--- src/ums_consts.svh ---
`ifndef UMS_CONSTS_SVH
`define UMS_CONSTS_SVH

// ----------------------------------------------------------------
// register offsets
// ----------------------------------------------------------------
`define UMS_CTRL_OFF   8'h08
`define UMS_MCTL_OFF   8'h10
`define UMS_LINE_OFF   8'h14
`define UMS_MLS_OFF    8'h18
`define UMS_ISTAT_OFF  8'h20
`define UMS_IMASK_OFF  8'h24

// ----------------------------------------------------------------
// modem control field positions
// ----------------------------------------------------------------
`define UMS_MC_TERM    0
`define UMS_MC_SEND    1
`define UMS_MC_AUX1    2
`define UMS_MC_AUX2    3
`define UMS_MC_LOOP    4
`define UMS_MC_W       5

// ----------------------------------------------------------------
// modem line status field positions
// ----------------------------------------------------------------
`define UMS_ML_CHG     3
`define UMS_ML_CTS     4
`define UMS_ML_DSR     5
`define UMS_ML_RING    6
`define UMS_ML_CAR     7

// ----------------------------------------------------------------
// other fields and widths
// ----------------------------------------------------------------
`define UMS_LN_DAV     0
`define UMS_CT_FIFO    0
`define UMS_IRQ_CAR    0
`define UMS_IRQ_DAV    1
`define UMS_IRQ_W      2

// ----------------------------------------------------------------
// reset values and timing
// ----------------------------------------------------------------
`define UMS_MCTL_RST   5'h00
`define UMS_MLS_RST    32'h00000000
`define UMS_IRQ_RST    2'h0
`define UMS_PIN_IDLE   4'hF
`define UMS_SYNC_DEPTH 2

`endif

--- src/ums_pkg.sv ---
`include "ums_consts.svh"

package ums_pkg;

  // ----------------------------------------------------------------
  // carriers
  // ----------------------------------------------------------------
  typedef struct packed {
    logic carrier_low;
    logic ring_low;
    logic set_ready_low;
    logic clear_to_send_low;
  } ums_modem_in_t;

  typedef struct packed {
    logic [7:0]  addr;
    logic [31:0] wdata;
    logic        wr;
    logic        rd;
  } ums_bus_req_t;

  // ----------------------------------------------------------------
  // module state
  // ----------------------------------------------------------------
  typedef struct packed {
    logic [`UMS_IRQ_W-1:0] status;
    logic [`UMS_IRQ_W-1:0] mask;
  } ums_irq_state_t;

  typedef struct packed {
    logic [`UMS_MC_W-1:0] modem_control_reg;
    logic                 fifo_mode;
    logic                 data_avail;
    logic                 carrier_change_flag;
    logic                 carrier_prev;
    logic [31:0]          rdata;
  } ums_state_t;

endpackage

--- src/ums_sync.sv ---
`timescale 1ns/1ns
`include "ums_consts.svh"

module ums_sync #(
  parameter int unsigned         WIDTH = 4,
  parameter logic [WIDTH-1:0]    IDLE  = '1
) (
  // clock and reset
  input  wire logic             ref_clk,
  input  wire logic             nrst,
  // lines
  input  wire logic [WIDTH-1:0] din,
  output logic      [WIDTH-1:0] dout
);

  // ----------------------------------------------------------------
  // two-stage synchroniser
  // ----------------------------------------------------------------
  // resets to the idle level so no false change shows after reset
  logic [WIDTH-1:0] meta;
  logic [WIDTH-1:0] next_meta;
  logic [WIDTH-1:0] next_dout;

  always_comb begin
    next_meta = din;
    next_dout = meta;
  end

  always_ff @(posedge ref_clk or negedge nrst) begin
    if (!nrst) begin
      meta <= IDLE;
      dout <= IDLE;
    end else begin
      meta <= next_meta;
      dout <= next_dout;
    end
  end

endmodule // ums_sync

--- src/ums_irq.sv ---
`timescale 1ns/1ns
`include "ums_consts.svh"

module ums_irq (
  // clock and reset
  input  wire logic                  ref_clk,
  input  wire logic                  nrst,
  // events
  input  wire logic [`UMS_IRQ_W-1:0] event_set,
  // software side
  input  wire logic                  clr_wr,
  input  wire logic                  mask_wr,
  input  wire logic [`UMS_IRQ_W-1:0] wdata,
  output logic      [`UMS_IRQ_W-1:0] status,
  output logic      [`UMS_IRQ_W-1:0] mask,
  // interrupt
  output logic                       irq
);

  ums_pkg::ums_irq_state_t st;
  ums_pkg::ums_irq_state_t next_st;

  // ----------------------------------------------------------------
  // sticky status, write one to clear, set wins
  // ----------------------------------------------------------------
  always_comb begin
    next_st = st;
    if (clr_wr) begin
      next_st.status = st.status & ~wdata;
    end
    next_st.status = next_st.status | event_set;
    if (mask_wr) begin
      next_st.mask = wdata;
    end
  end

  always_ff @(posedge ref_clk or negedge nrst) begin
    if (!nrst) begin
      st <= '{status: `UMS_IRQ_RST, mask: `UMS_IRQ_RST};
    end else begin
      st <= next_st;
    end
  end

  assign status = st.status;
  assign mask   = st.mask;
  assign irq    = |(st.status & st.mask);

endmodule // ums_irq

--- src/ums_top.sv ---
// Function
// data-available set when buffer or FIFO holds character
// FIFO mode: data-available clears on FIFO empty
// bit 7 reads inverse of carrier input
// loopback: carrier state follows aux output two
// bit 6 reads inverse of ring input
// loopback: ring state follows aux output one
// bit 5 reads inverse of set-ready input
// loopback: set-ready state follows terminal-ready bit
// bit 4 reads inverse of clear-to-send input
// loopback: clear-to-send state follows send-request bit
// bit 3 sticky on carrier change since read
// status read clears carrier change flag
// loopback: change flag watches aux output two
// carrier low after reset sets change flag
// inputs synchronised; change beats same-cycle read
`timescale 1ns/1ns
`include "ums_consts.svh"

module ums_top (
  // clock and reset
  input  wire logic        ref_clk,
  input  wire logic        nrst,
  // register port
  input  wire logic [7:0]  addr,
  input  wire logic [31:0] wdata,
  input  wire logic        wr_stb,
  input  wire logic        rd_stb,
  output logic      [31:0] rdata,
  // modem input pins, active low
  input  wire logic        carrier_in_low,
  input  wire logic        ring_in_low,
  input  wire logic        set_ready_in_low,
  input  wire logic        clear_to_send_in_low,
  // modem output pins, active low
  output logic             term_ready_out_low,
  output logic             send_request_out_low,
  output logic             aux_output_one_low,
  output logic             aux_output_two_low,
  // receive path
  input  wire logic        rx_buf_full,
  input  wire logic        rx_fifo_empty,
  output logic             loopback,
  output logic             data_available,
  // interrupt
  output logic             irq
);

  // ----------------------------------------------------------------
  // bus request bundle
  // ----------------------------------------------------------------
  ums_pkg::ums_bus_req_t req;

  assign req = '{addr: addr, wdata: wdata, wr: wr_stb, rd: rd_stb};

  function automatic logic hit(input logic [7:0] a, input logic [7:0] off);
    hit = (a == off);
  endfunction

  logic wr_ctrl;
  logic wr_mctl;
  logic wr_istat;
  logic wr_imask;
  logic rd_mls;

  assign wr_ctrl  = req.wr && hit(req.addr, `UMS_CTRL_OFF);
  assign wr_mctl  = req.wr && hit(req.addr, `UMS_MCTL_OFF);
  assign wr_istat = req.wr && hit(req.addr, `UMS_ISTAT_OFF);
  assign wr_imask = req.wr && hit(req.addr, `UMS_IMASK_OFF);
  assign rd_mls   = req.rd && hit(req.addr, `UMS_MLS_OFF);

  // ----------------------------------------------------------------
  // input synchronisers
  // ----------------------------------------------------------------
  // idle is high on every pin, so nothing looks asserted in reset
  ums_pkg::ums_modem_in_t pins_raw;
  ums_pkg::ums_modem_in_t pins_sync;

  assign pins_raw = '{
    carrier_low:       carrier_in_low,
    ring_low:          ring_in_low,
    set_ready_low:     set_ready_in_low,
    clear_to_send_low: clear_to_send_in_low
  };

  ums_sync #(
    .WIDTH (4),
    .IDLE  (`UMS_PIN_IDLE)
  ) u_sync (
    .ref_clk (ref_clk),
    .nrst    (nrst),
    .din     (pins_raw),
    .dout    (pins_sync)
  );

  // ----------------------------------------------------------------
  // state
  // ----------------------------------------------------------------
  ums_pkg::ums_state_t st;
  ums_pkg::ums_state_t next_st;

  logic                  loop_on;
  logic                  car_state;
  logic                  ring_state;
  logic                  set_ready_state;
  logic                  clear_to_send_state;
  logic                  car_change;
  logic                  dav_rise;
  logic [31:0]           mls_word;
  logic [`UMS_IRQ_W-1:0] irq_status;
  logic [`UMS_IRQ_W-1:0] irq_mask;
  logic [`UMS_IRQ_W-1:0] irq_events;

  assign loop_on = st.modem_control_reg[`UMS_MC_LOOP];

  // ----------------------------------------------------------------
  // modem line states
  // ----------------------------------------------------------------
  always_comb begin
    if (loop_on) begin
      car_state           = st.modem_control_reg[`UMS_MC_AUX2];
      ring_state          = st.modem_control_reg[`UMS_MC_AUX1];
      set_ready_state     = st.modem_control_reg[`UMS_MC_TERM];
      clear_to_send_state = st.modem_control_reg[`UMS_MC_SEND];
    end else begin
      car_state           = ~pins_sync.carrier_low;
      ring_state          = ~pins_sync.ring_low;
      set_ready_state     = ~pins_sync.set_ready_low;
      clear_to_send_state = ~pins_sync.clear_to_send_low;
    end
  end

  // carrier_prev starts deasserted, so a carrier held low through
  // reset shows up as a change once the synchroniser settles
  assign car_change = (car_state != st.carrier_prev);

  always_comb begin
    mls_word                  = `UMS_MLS_RST;
    mls_word[`UMS_ML_CAR]     = car_state;
    mls_word[`UMS_ML_RING]    = ring_state;
    mls_word[`UMS_ML_DSR]     = set_ready_state;
    mls_word[`UMS_ML_CTS]     = clear_to_send_state;
    mls_word[`UMS_ML_CHG]     = st.carrier_change_flag;
  end

  // ----------------------------------------------------------------
  // next state
  // ----------------------------------------------------------------
  always_comb begin
    next_st = st;
    if (wr_mctl) begin
      next_st.modem_control_reg = req.wdata[`UMS_MC_W-1:0];
    end
    if (wr_ctrl) begin
      next_st.fifo_mode = req.wdata[`UMS_CT_FIFO];
    end
    if (st.fifo_mode) begin
      next_st.data_avail = ~rx_fifo_empty;
    end else begin
      next_st.data_avail = rx_buf_full;
    end
    next_st.carrier_prev = car_state;
    // set beats the read-side clear
    next_st.carrier_change_flag =
      car_change | (st.carrier_change_flag & ~rd_mls);
    next_st.rdata = 32'h00000000;
    if (req.rd) begin
      case (req.addr)
        `UMS_CTRL_OFF: begin
          next_st.rdata[`UMS_CT_FIFO] = st.fifo_mode;
        end
        `UMS_MCTL_OFF: begin
          next_st.rdata[`UMS_MC_W-1:0] = st.modem_control_reg;
        end
        `UMS_LINE_OFF: begin
          next_st.rdata[`UMS_LN_DAV] = st.data_avail;
        end
        `UMS_MLS_OFF: begin
          next_st.rdata = mls_word;
        end
        `UMS_ISTAT_OFF: begin
          next_st.rdata[`UMS_IRQ_W-1:0] = irq_status;
        end
        `UMS_IMASK_OFF: begin
          next_st.rdata[`UMS_IRQ_W-1:0] = irq_mask;
        end
        default: begin
          next_st.rdata = 32'h00000000;
        end
      endcase
    end
  end

  always_ff @(posedge ref_clk or negedge nrst) begin
    if (!nrst) begin
      st <= '{
        modem_control_reg:   `UMS_MCTL_RST,
        fifo_mode:           1'b0,
        data_avail:          1'b0,
        carrier_change_flag: 1'b0,
        carrier_prev:        1'b0,
        rdata:               32'h00000000
      };
    end else begin
      st <= next_st;
    end
  end

  // ----------------------------------------------------------------
  // interrupts
  // ----------------------------------------------------------------
  assign dav_rise = next_st.data_avail & ~st.data_avail;

  always_comb begin
    irq_events               = `UMS_IRQ_RST;
    irq_events[`UMS_IRQ_CAR] = car_change;
    irq_events[`UMS_IRQ_DAV] = dav_rise;
  end

  ums_irq u_irq (
    .ref_clk   (ref_clk),
    .nrst      (nrst),
    .event_set (irq_events),
    .clr_wr    (wr_istat),
    .mask_wr   (wr_imask),
    .wdata     (req.wdata[`UMS_IRQ_W-1:0]),
    .status    (irq_status),
    .mask      (irq_mask),
    .irq       (irq)
  );

  // ----------------------------------------------------------------
  // outputs
  // ----------------------------------------------------------------
  // in loopback the modem outputs idle high; the bits loop inside
  assign term_ready_out_low   = loop_on | ~st.modem_control_reg[`UMS_MC_TERM];
  assign send_request_out_low = loop_on | ~st.modem_control_reg[`UMS_MC_SEND];
  assign aux_output_one_low   = loop_on | ~st.modem_control_reg[`UMS_MC_AUX1];
  assign aux_output_two_low   = loop_on | ~st.modem_control_reg[`UMS_MC_AUX2];
  assign loopback             = loop_on;
  assign data_available       = st.data_avail;
  assign rdata                = st.rdata;

endmodule // ums_top

--- config.mk ---
export PLATFORM = sky130hd
export DESIGN_NAME = ums_top
export DESIGN_NICKNAME = d
export VERILOG_FILES = /design/src/ums_pkg.sv /design/src/ums_sync.sv /design/src/ums_irq.sv /design/src/ums_top.sv
export VERILOG_INCLUDE_DIRS = /design/src /design/src/src
export SDC_FILE = /design/constraint.sdc
export NUM_CORES = 1
export LEC_CHECK = 0
export BUFFER_PORTS_ARGS = -buffer_cell sky130_fd_sc_hd__buf_2
export CORE_UTILIZATION = 43
export DETAILED_ROUTE_END_ITERATION = 6
export PLACE_DENSITY_LB_ADDON = 0.2
export SLEW_MARGIN = 20
export SYNTH_ARGS = -nofsm -noshare
export SYNTH_HDL_FRONTEND = slang
export SYNTH_SLANG_ARGS = --single-unit
--- constraint.sdc ---
create_clock -name ref_clk -period 1.7 [get_ports ref_clk]
set_clock_uncertainty 0.2 [all_clocks]
set_input_delay 0.255 -clock ref_clk [delete_from_list [all_inputs] [get_ports ref_clk]]
set_output_delay 0.255 -clock ref_clk [all_outputs]
set_load 0.02 [all_outputs]
---- Word-level counts from Yosys, hierarchy flattened ----
Index checks and enable logic that the tools add are counted.
storage, ports and cells
  register bits after elaboration ......... 53
  output and inout port bits .............. 39
  input bits .............................. 50
  logic and storage cells ................. 56
operators by class
  multiplexer cells ....................... 11
  reductions and logical operators ........ 6
  bitwise gates (word level) .............. 22
  equality and inequality tests ........... 7
operators with widths
  operator            number
  $eq 8x5->1 const B  3
  $eq 8x6->1 const B  2
  $not 1->1           11
  $eq 8x4->1 const B  1
  $mux 8              1
  $pmux 3 s2          1
  $logic_and 1x1->1   5
  $mux 1              5
  $or 1x1->1          5
  $pmux 1 s5          1
  $and 2x2->2         2
  $mux 3              1
  $pmux 1 s3          1
  $and 1x1->1         2
  $mux 2              1
  $not 2->2           1
  $or 2x2->2          1
  $reduce_or 2->1     1
  $ne 1x1->1          1

---- Logic depth before layout (Yosys ltp) ----
  depth in word-level cells ............... 5
  gate-level depth with buffers ........... 4
  depth with buffers taken out ............ 3

---- Modules after synthesis ----
Synthesis repeated with hierarchy kept, for this count alone.
unflattened totals
  cell total of the unflattened synthesis .. 127
  area, all modules ....................... 1457.6 µm²
by module, submodules not included
  module    cells each  area an instance (µm²)  seq. area each (µm²)  times used
  ums_top   108         1086.0                  425.4                 1
  ums_sync  8           210.2                   210.2                 1
  ums_irq   11          161.4                   100.1                 1

---- Least setup slack after synthesis ----
Ideal clock, no wire load.
  path type ............................... input to register
  from .................................... input port addr[3]
  to ...................................... register u_irq.st, in the netlist u_irq.mask[0]
  data arrival time ....................... 1495 ps
  data required time ...................... 1375 ps
  slack ................................... -121 ps
  stages .................................. 3
  path buffers ............................ 0
  library setup time ...................... 125 ps
  cell sequence ........................... or4b_4 -> or3_4 -> mux2_4
between the ends
  word-level cells in the longest chain between the ends .. 2
RTL lines
  what                  line           source
  start, declared       ums_top.sv:25  input wire logic [7:0] addr,
  $eq 8x6->1            ums_top.sv:57  hit = (a == off);
  $logic_and 1x1->1     ums_top.sv:69  assign wr_imask = req.wr && hit(req.addr, `UMS_IMASK_OFF);
  end signal, assigned  ums_irq.sv:39  st <= '{status: `UMS_IRQ_RST, mask: `UMS_IRQ_RST};
  end signal, assigned  ums_irq.sv:41  st <= next_st;
  end, declared         ums_irq.sv:20  ums_pkg::ums_irq_state_t st;
Every way passes these cells.
A chain may end at the register's enable or synchronous reset.

---- Worst setup path after layout ----
  from .................................... input port addr[3]
  to ...................................... register st[38] in the netlist's numbering
between the ends
  word-level cells in the longest chain between the ends .. 2
RTL lines
  what                  line            source
  $eq 8x5->1            ums_top.sv:57
  $logic_and 1x1->1     ums_top.sv:67   assign wr_mctl = req.wr && hit(req.addr, `UMS_MCTL_OFF);
  end signal, assigned  ums_top.sv:196  st <= '{
  end signal, assigned  ums_top.sv:205  st <= next_st;
  end, declared         ums_top.sv:99   ums_pkg::ums_state_t st;
Every way passes these cells.

==> flow_summary.yaml <==
die:
  coreArea_um2: 3340
  die_x_um: 61.1
  ios: 89
  start_util: 0.450
  fp.dieH_um: 61.1
  rows: 21
  dieArea_um2: 3730
final_layout:
  layout-drive-gt1-share: 0.431
  finish.utilization: 0.585
  nNetsFinal: 246
  num-fill-cells: 291
  area_growth_pct: 30.1
  final_area_um2: 1950
  antenna_cells: 0
synth:
  ys_types: 36
  synth-seq-cells: 29
  synth.yosys.seq_area_share: 0.490
  synthFlopType: "dfrtp_1"
  mappedNetlistArea_um2: 1500
  syn_avg_cell_area_um2: 11.0
  async_flop_share: 1.00
  synth_area_leaders: "dfrtp_1, buf_4, dfstp_2, mux2_2, nor2_1"
  yosysMostFrequentCell: "buf_4"
  synth.top_cell.area_share: 0.350
  syn_inst: 136
  yosys_warnings: 0
  synthTopCellsByCount: "buf_4, dfrtp_1, nor2_1"
  synth_edf_count: 0
  synth.largest_area_cell: "dfrtp_1"
timing:
  hold_viol_final: 0
  finalSetupTns_ps: 0
  rsz0062_at_grt: "false"
  fmax_mhz: 614
  drv_slew: 0
  max_slew.worst_pin.slew_ps: 605
  finalCriticalPeriod_ps: 1630
  period_share: 0.958
  finalSetupViolations: 0
  slew_headroom: 0.597
hold_path:
  hold_path_class: "in2reg"
  hold_depth: 3
  min_to: "data_available$_DFF_PN0_"
  hp-start: "rx_buf_full"
global_route:
  grt_antenna_before_repair: 0
  grt_pass1_vias: 1034
  grt_pass1_wl_um: 4690
  grt_overflow_total: 0
  grt_max_degree: 30
  grtUsageTotal: 0.177
detailed_routing:
  avgRoutedWirePerCell_um: 12.1
  drtAntennaViolNets: 0
  finalWirelength_um: 2940
  vias: 1141
  drt_iter0_drc: 31
  drc: 0
  drtPass1Iterations: 4
  via_per_inst: 4.70
place:
  io_buffer_count: 37
  hpwlAfterDp_um: 2130
  placed_area_um2: 1700
  routabilityCongestion: 0.869
setup_path:
  worstPathArrival_ps: 1630
  rr_endpoint: "mls_word[3]$_DFF_PN0_"
  path_class: "in2reg"
  setup.worst_path.start_class: "primary input"
  worstPathRequired_ps: 1700
  worstReg2RegStart: "loopback$_DFFE_PN0P_"
  reg2reg_setup_slack_ps: 80
  path_max_fanout: 5
  ff2ff_path_depth: 5
  setup.worst_path.end_class: "flip-flop"
power:
  ir_drop_mv: 0.559
  power_density_nw_per_um2: 790
  finalPower_uw: 1540
  leakage_uw: 0.000970
job:
  maxCapViolCount: 0
clock_network:
  cts_tree: "built"
  htreeDepth: 2
  clock_sinks: 29
  clk_path_buf_depth: 2
  numCtsBuffers: 5
  clk_pin_slew_worst_paths_ps: 90
  clk_latency_ps: 310
  root_buffer: "clkbuf_4"
status:
  status: "finished, final reports clean"
## power breakdown
| part | switching, uW | internal (uW) |
|---|---|---|
| clock network | 225 | 351 |
| logic | 134 | 98.3 |
| registers | 15.9 | 718 |
| total | 374 | 1170 |
## cell usage in the layout (no fill, tap or decap), types with 2 or more instances in the layout
master and count:
dfstp_2 8, o21ai_0 3, nand2b_4 2, mux2_2 6, buf_6 5, a32oi_1 2, buf_2 34, nor2_1 9
nand2b_1 2, mux2_4 3, inv_1 6, or3_1 2, conb_1 24, nor2b_1 3, nor4b_2 2, buf_4 14
nor3_1 3, or4b_4 2, nand3_1 5, a21oi_1 3, nand2_1 4, a22o_1 2, dfrtp_1 21, dlygate4sd3_1 11
clkbuf_4 5
## timing repair
item	in CTS	in global routing
hold endpoints to repair	31	1
setup endpoints to repair	1	3
buffers inserted	1	1
gates resized for setup	0	10
cloned	0	0
hold buffers	10	1
## layer usage
metal  wire, um  vias to the layer above  global-route usage  share of wire
li1           -                      539                   -              -
met1       1190                      549               0.220           0.40
met2       1600                       51               0.297           0.54
met3        142                        2              0.0567          0.048
met4         16                        0              0.0487         0.0054
met5          0                        -                   0              0
## final cells by class
class | count | area, um2 | area share
inverter | 6 | 22.5 | 0.0115
clock inverter | 1 | 30.0 | 0.0154
sequential | 29 | 736 | 0.377
clock buffer | 7 | 55.1 | 0.0282
timing repair buffer | 64 | 442 | 0.226
multi-input combinational | 90 | 609 | 0.312
tap | 46 | 57.6 | 0.0295
## stage by stage
| step | hold slack, ps | std cells | setup WS, ps |
|---|---|---|---|
| floorplan | -241 | 159 | -91.5 |
| global placement | 102 | 222 | -250 |
| detailed placement | 111 | 222 | -264 |
| CTS | 3.26 | 241 | 36.0 |
| global route | 19.4 | 243 | 2.68 |
| finish | 26.3 | 243 | 70.8 |
## cell families (layout without fill, tap and decap cells)
family / Yosys count / count (layout) / share of synthesized area
mux: 10 / 10 / 0.0792
simple gates: 41 / 41 / 0.176
flops: 29 / 29 / 0.490
other cells: 1 / 24 / 0.00250
compound gates: 15 / 15 / 0.0717
buf+inv: 40 / 78 / 0.180
## state kept, by name, indices dropped and copies added (netlist names)
name / count
rdata: 8
mls_word: 1
data_available: 1
u_irq.status: 2
u_irq.mask: 2
st: 6
u_sync.dout: 4
loopback: 1
u_sync.meta: 4
## worst max-delay path by stage
stage | start | to | slack, ps | depth (start not counted)
after floorplan | addr[7] | u_irq.mask[0]$_DFFE_PN0P_ | -90 | 3
after global placement | addr[7] | u_irq.mask[1]$_DFFE_PN0P_ | -250 | 4
after detailed placement | addr[3] | st[38]$_DFFE_PN0P_ | -260 | 5
after CTS | loopback$_DFFE_PN0P_ | aux_output_two_low | 40 | 3
after global routing | loopback$_DFFE_PN0P_ | send_request_out_low | 3 | 3
final | addr[3] | st[38]$_DFFE_PN0P_ | 70 | 5
## critical path, stage by stage
cell	delay (ps)
buf_2	110
or4b_4	580
nor3b_4	180
buf_4	170
mux2_2	340
Note: power is estimated with default switching activity, not from simulation.
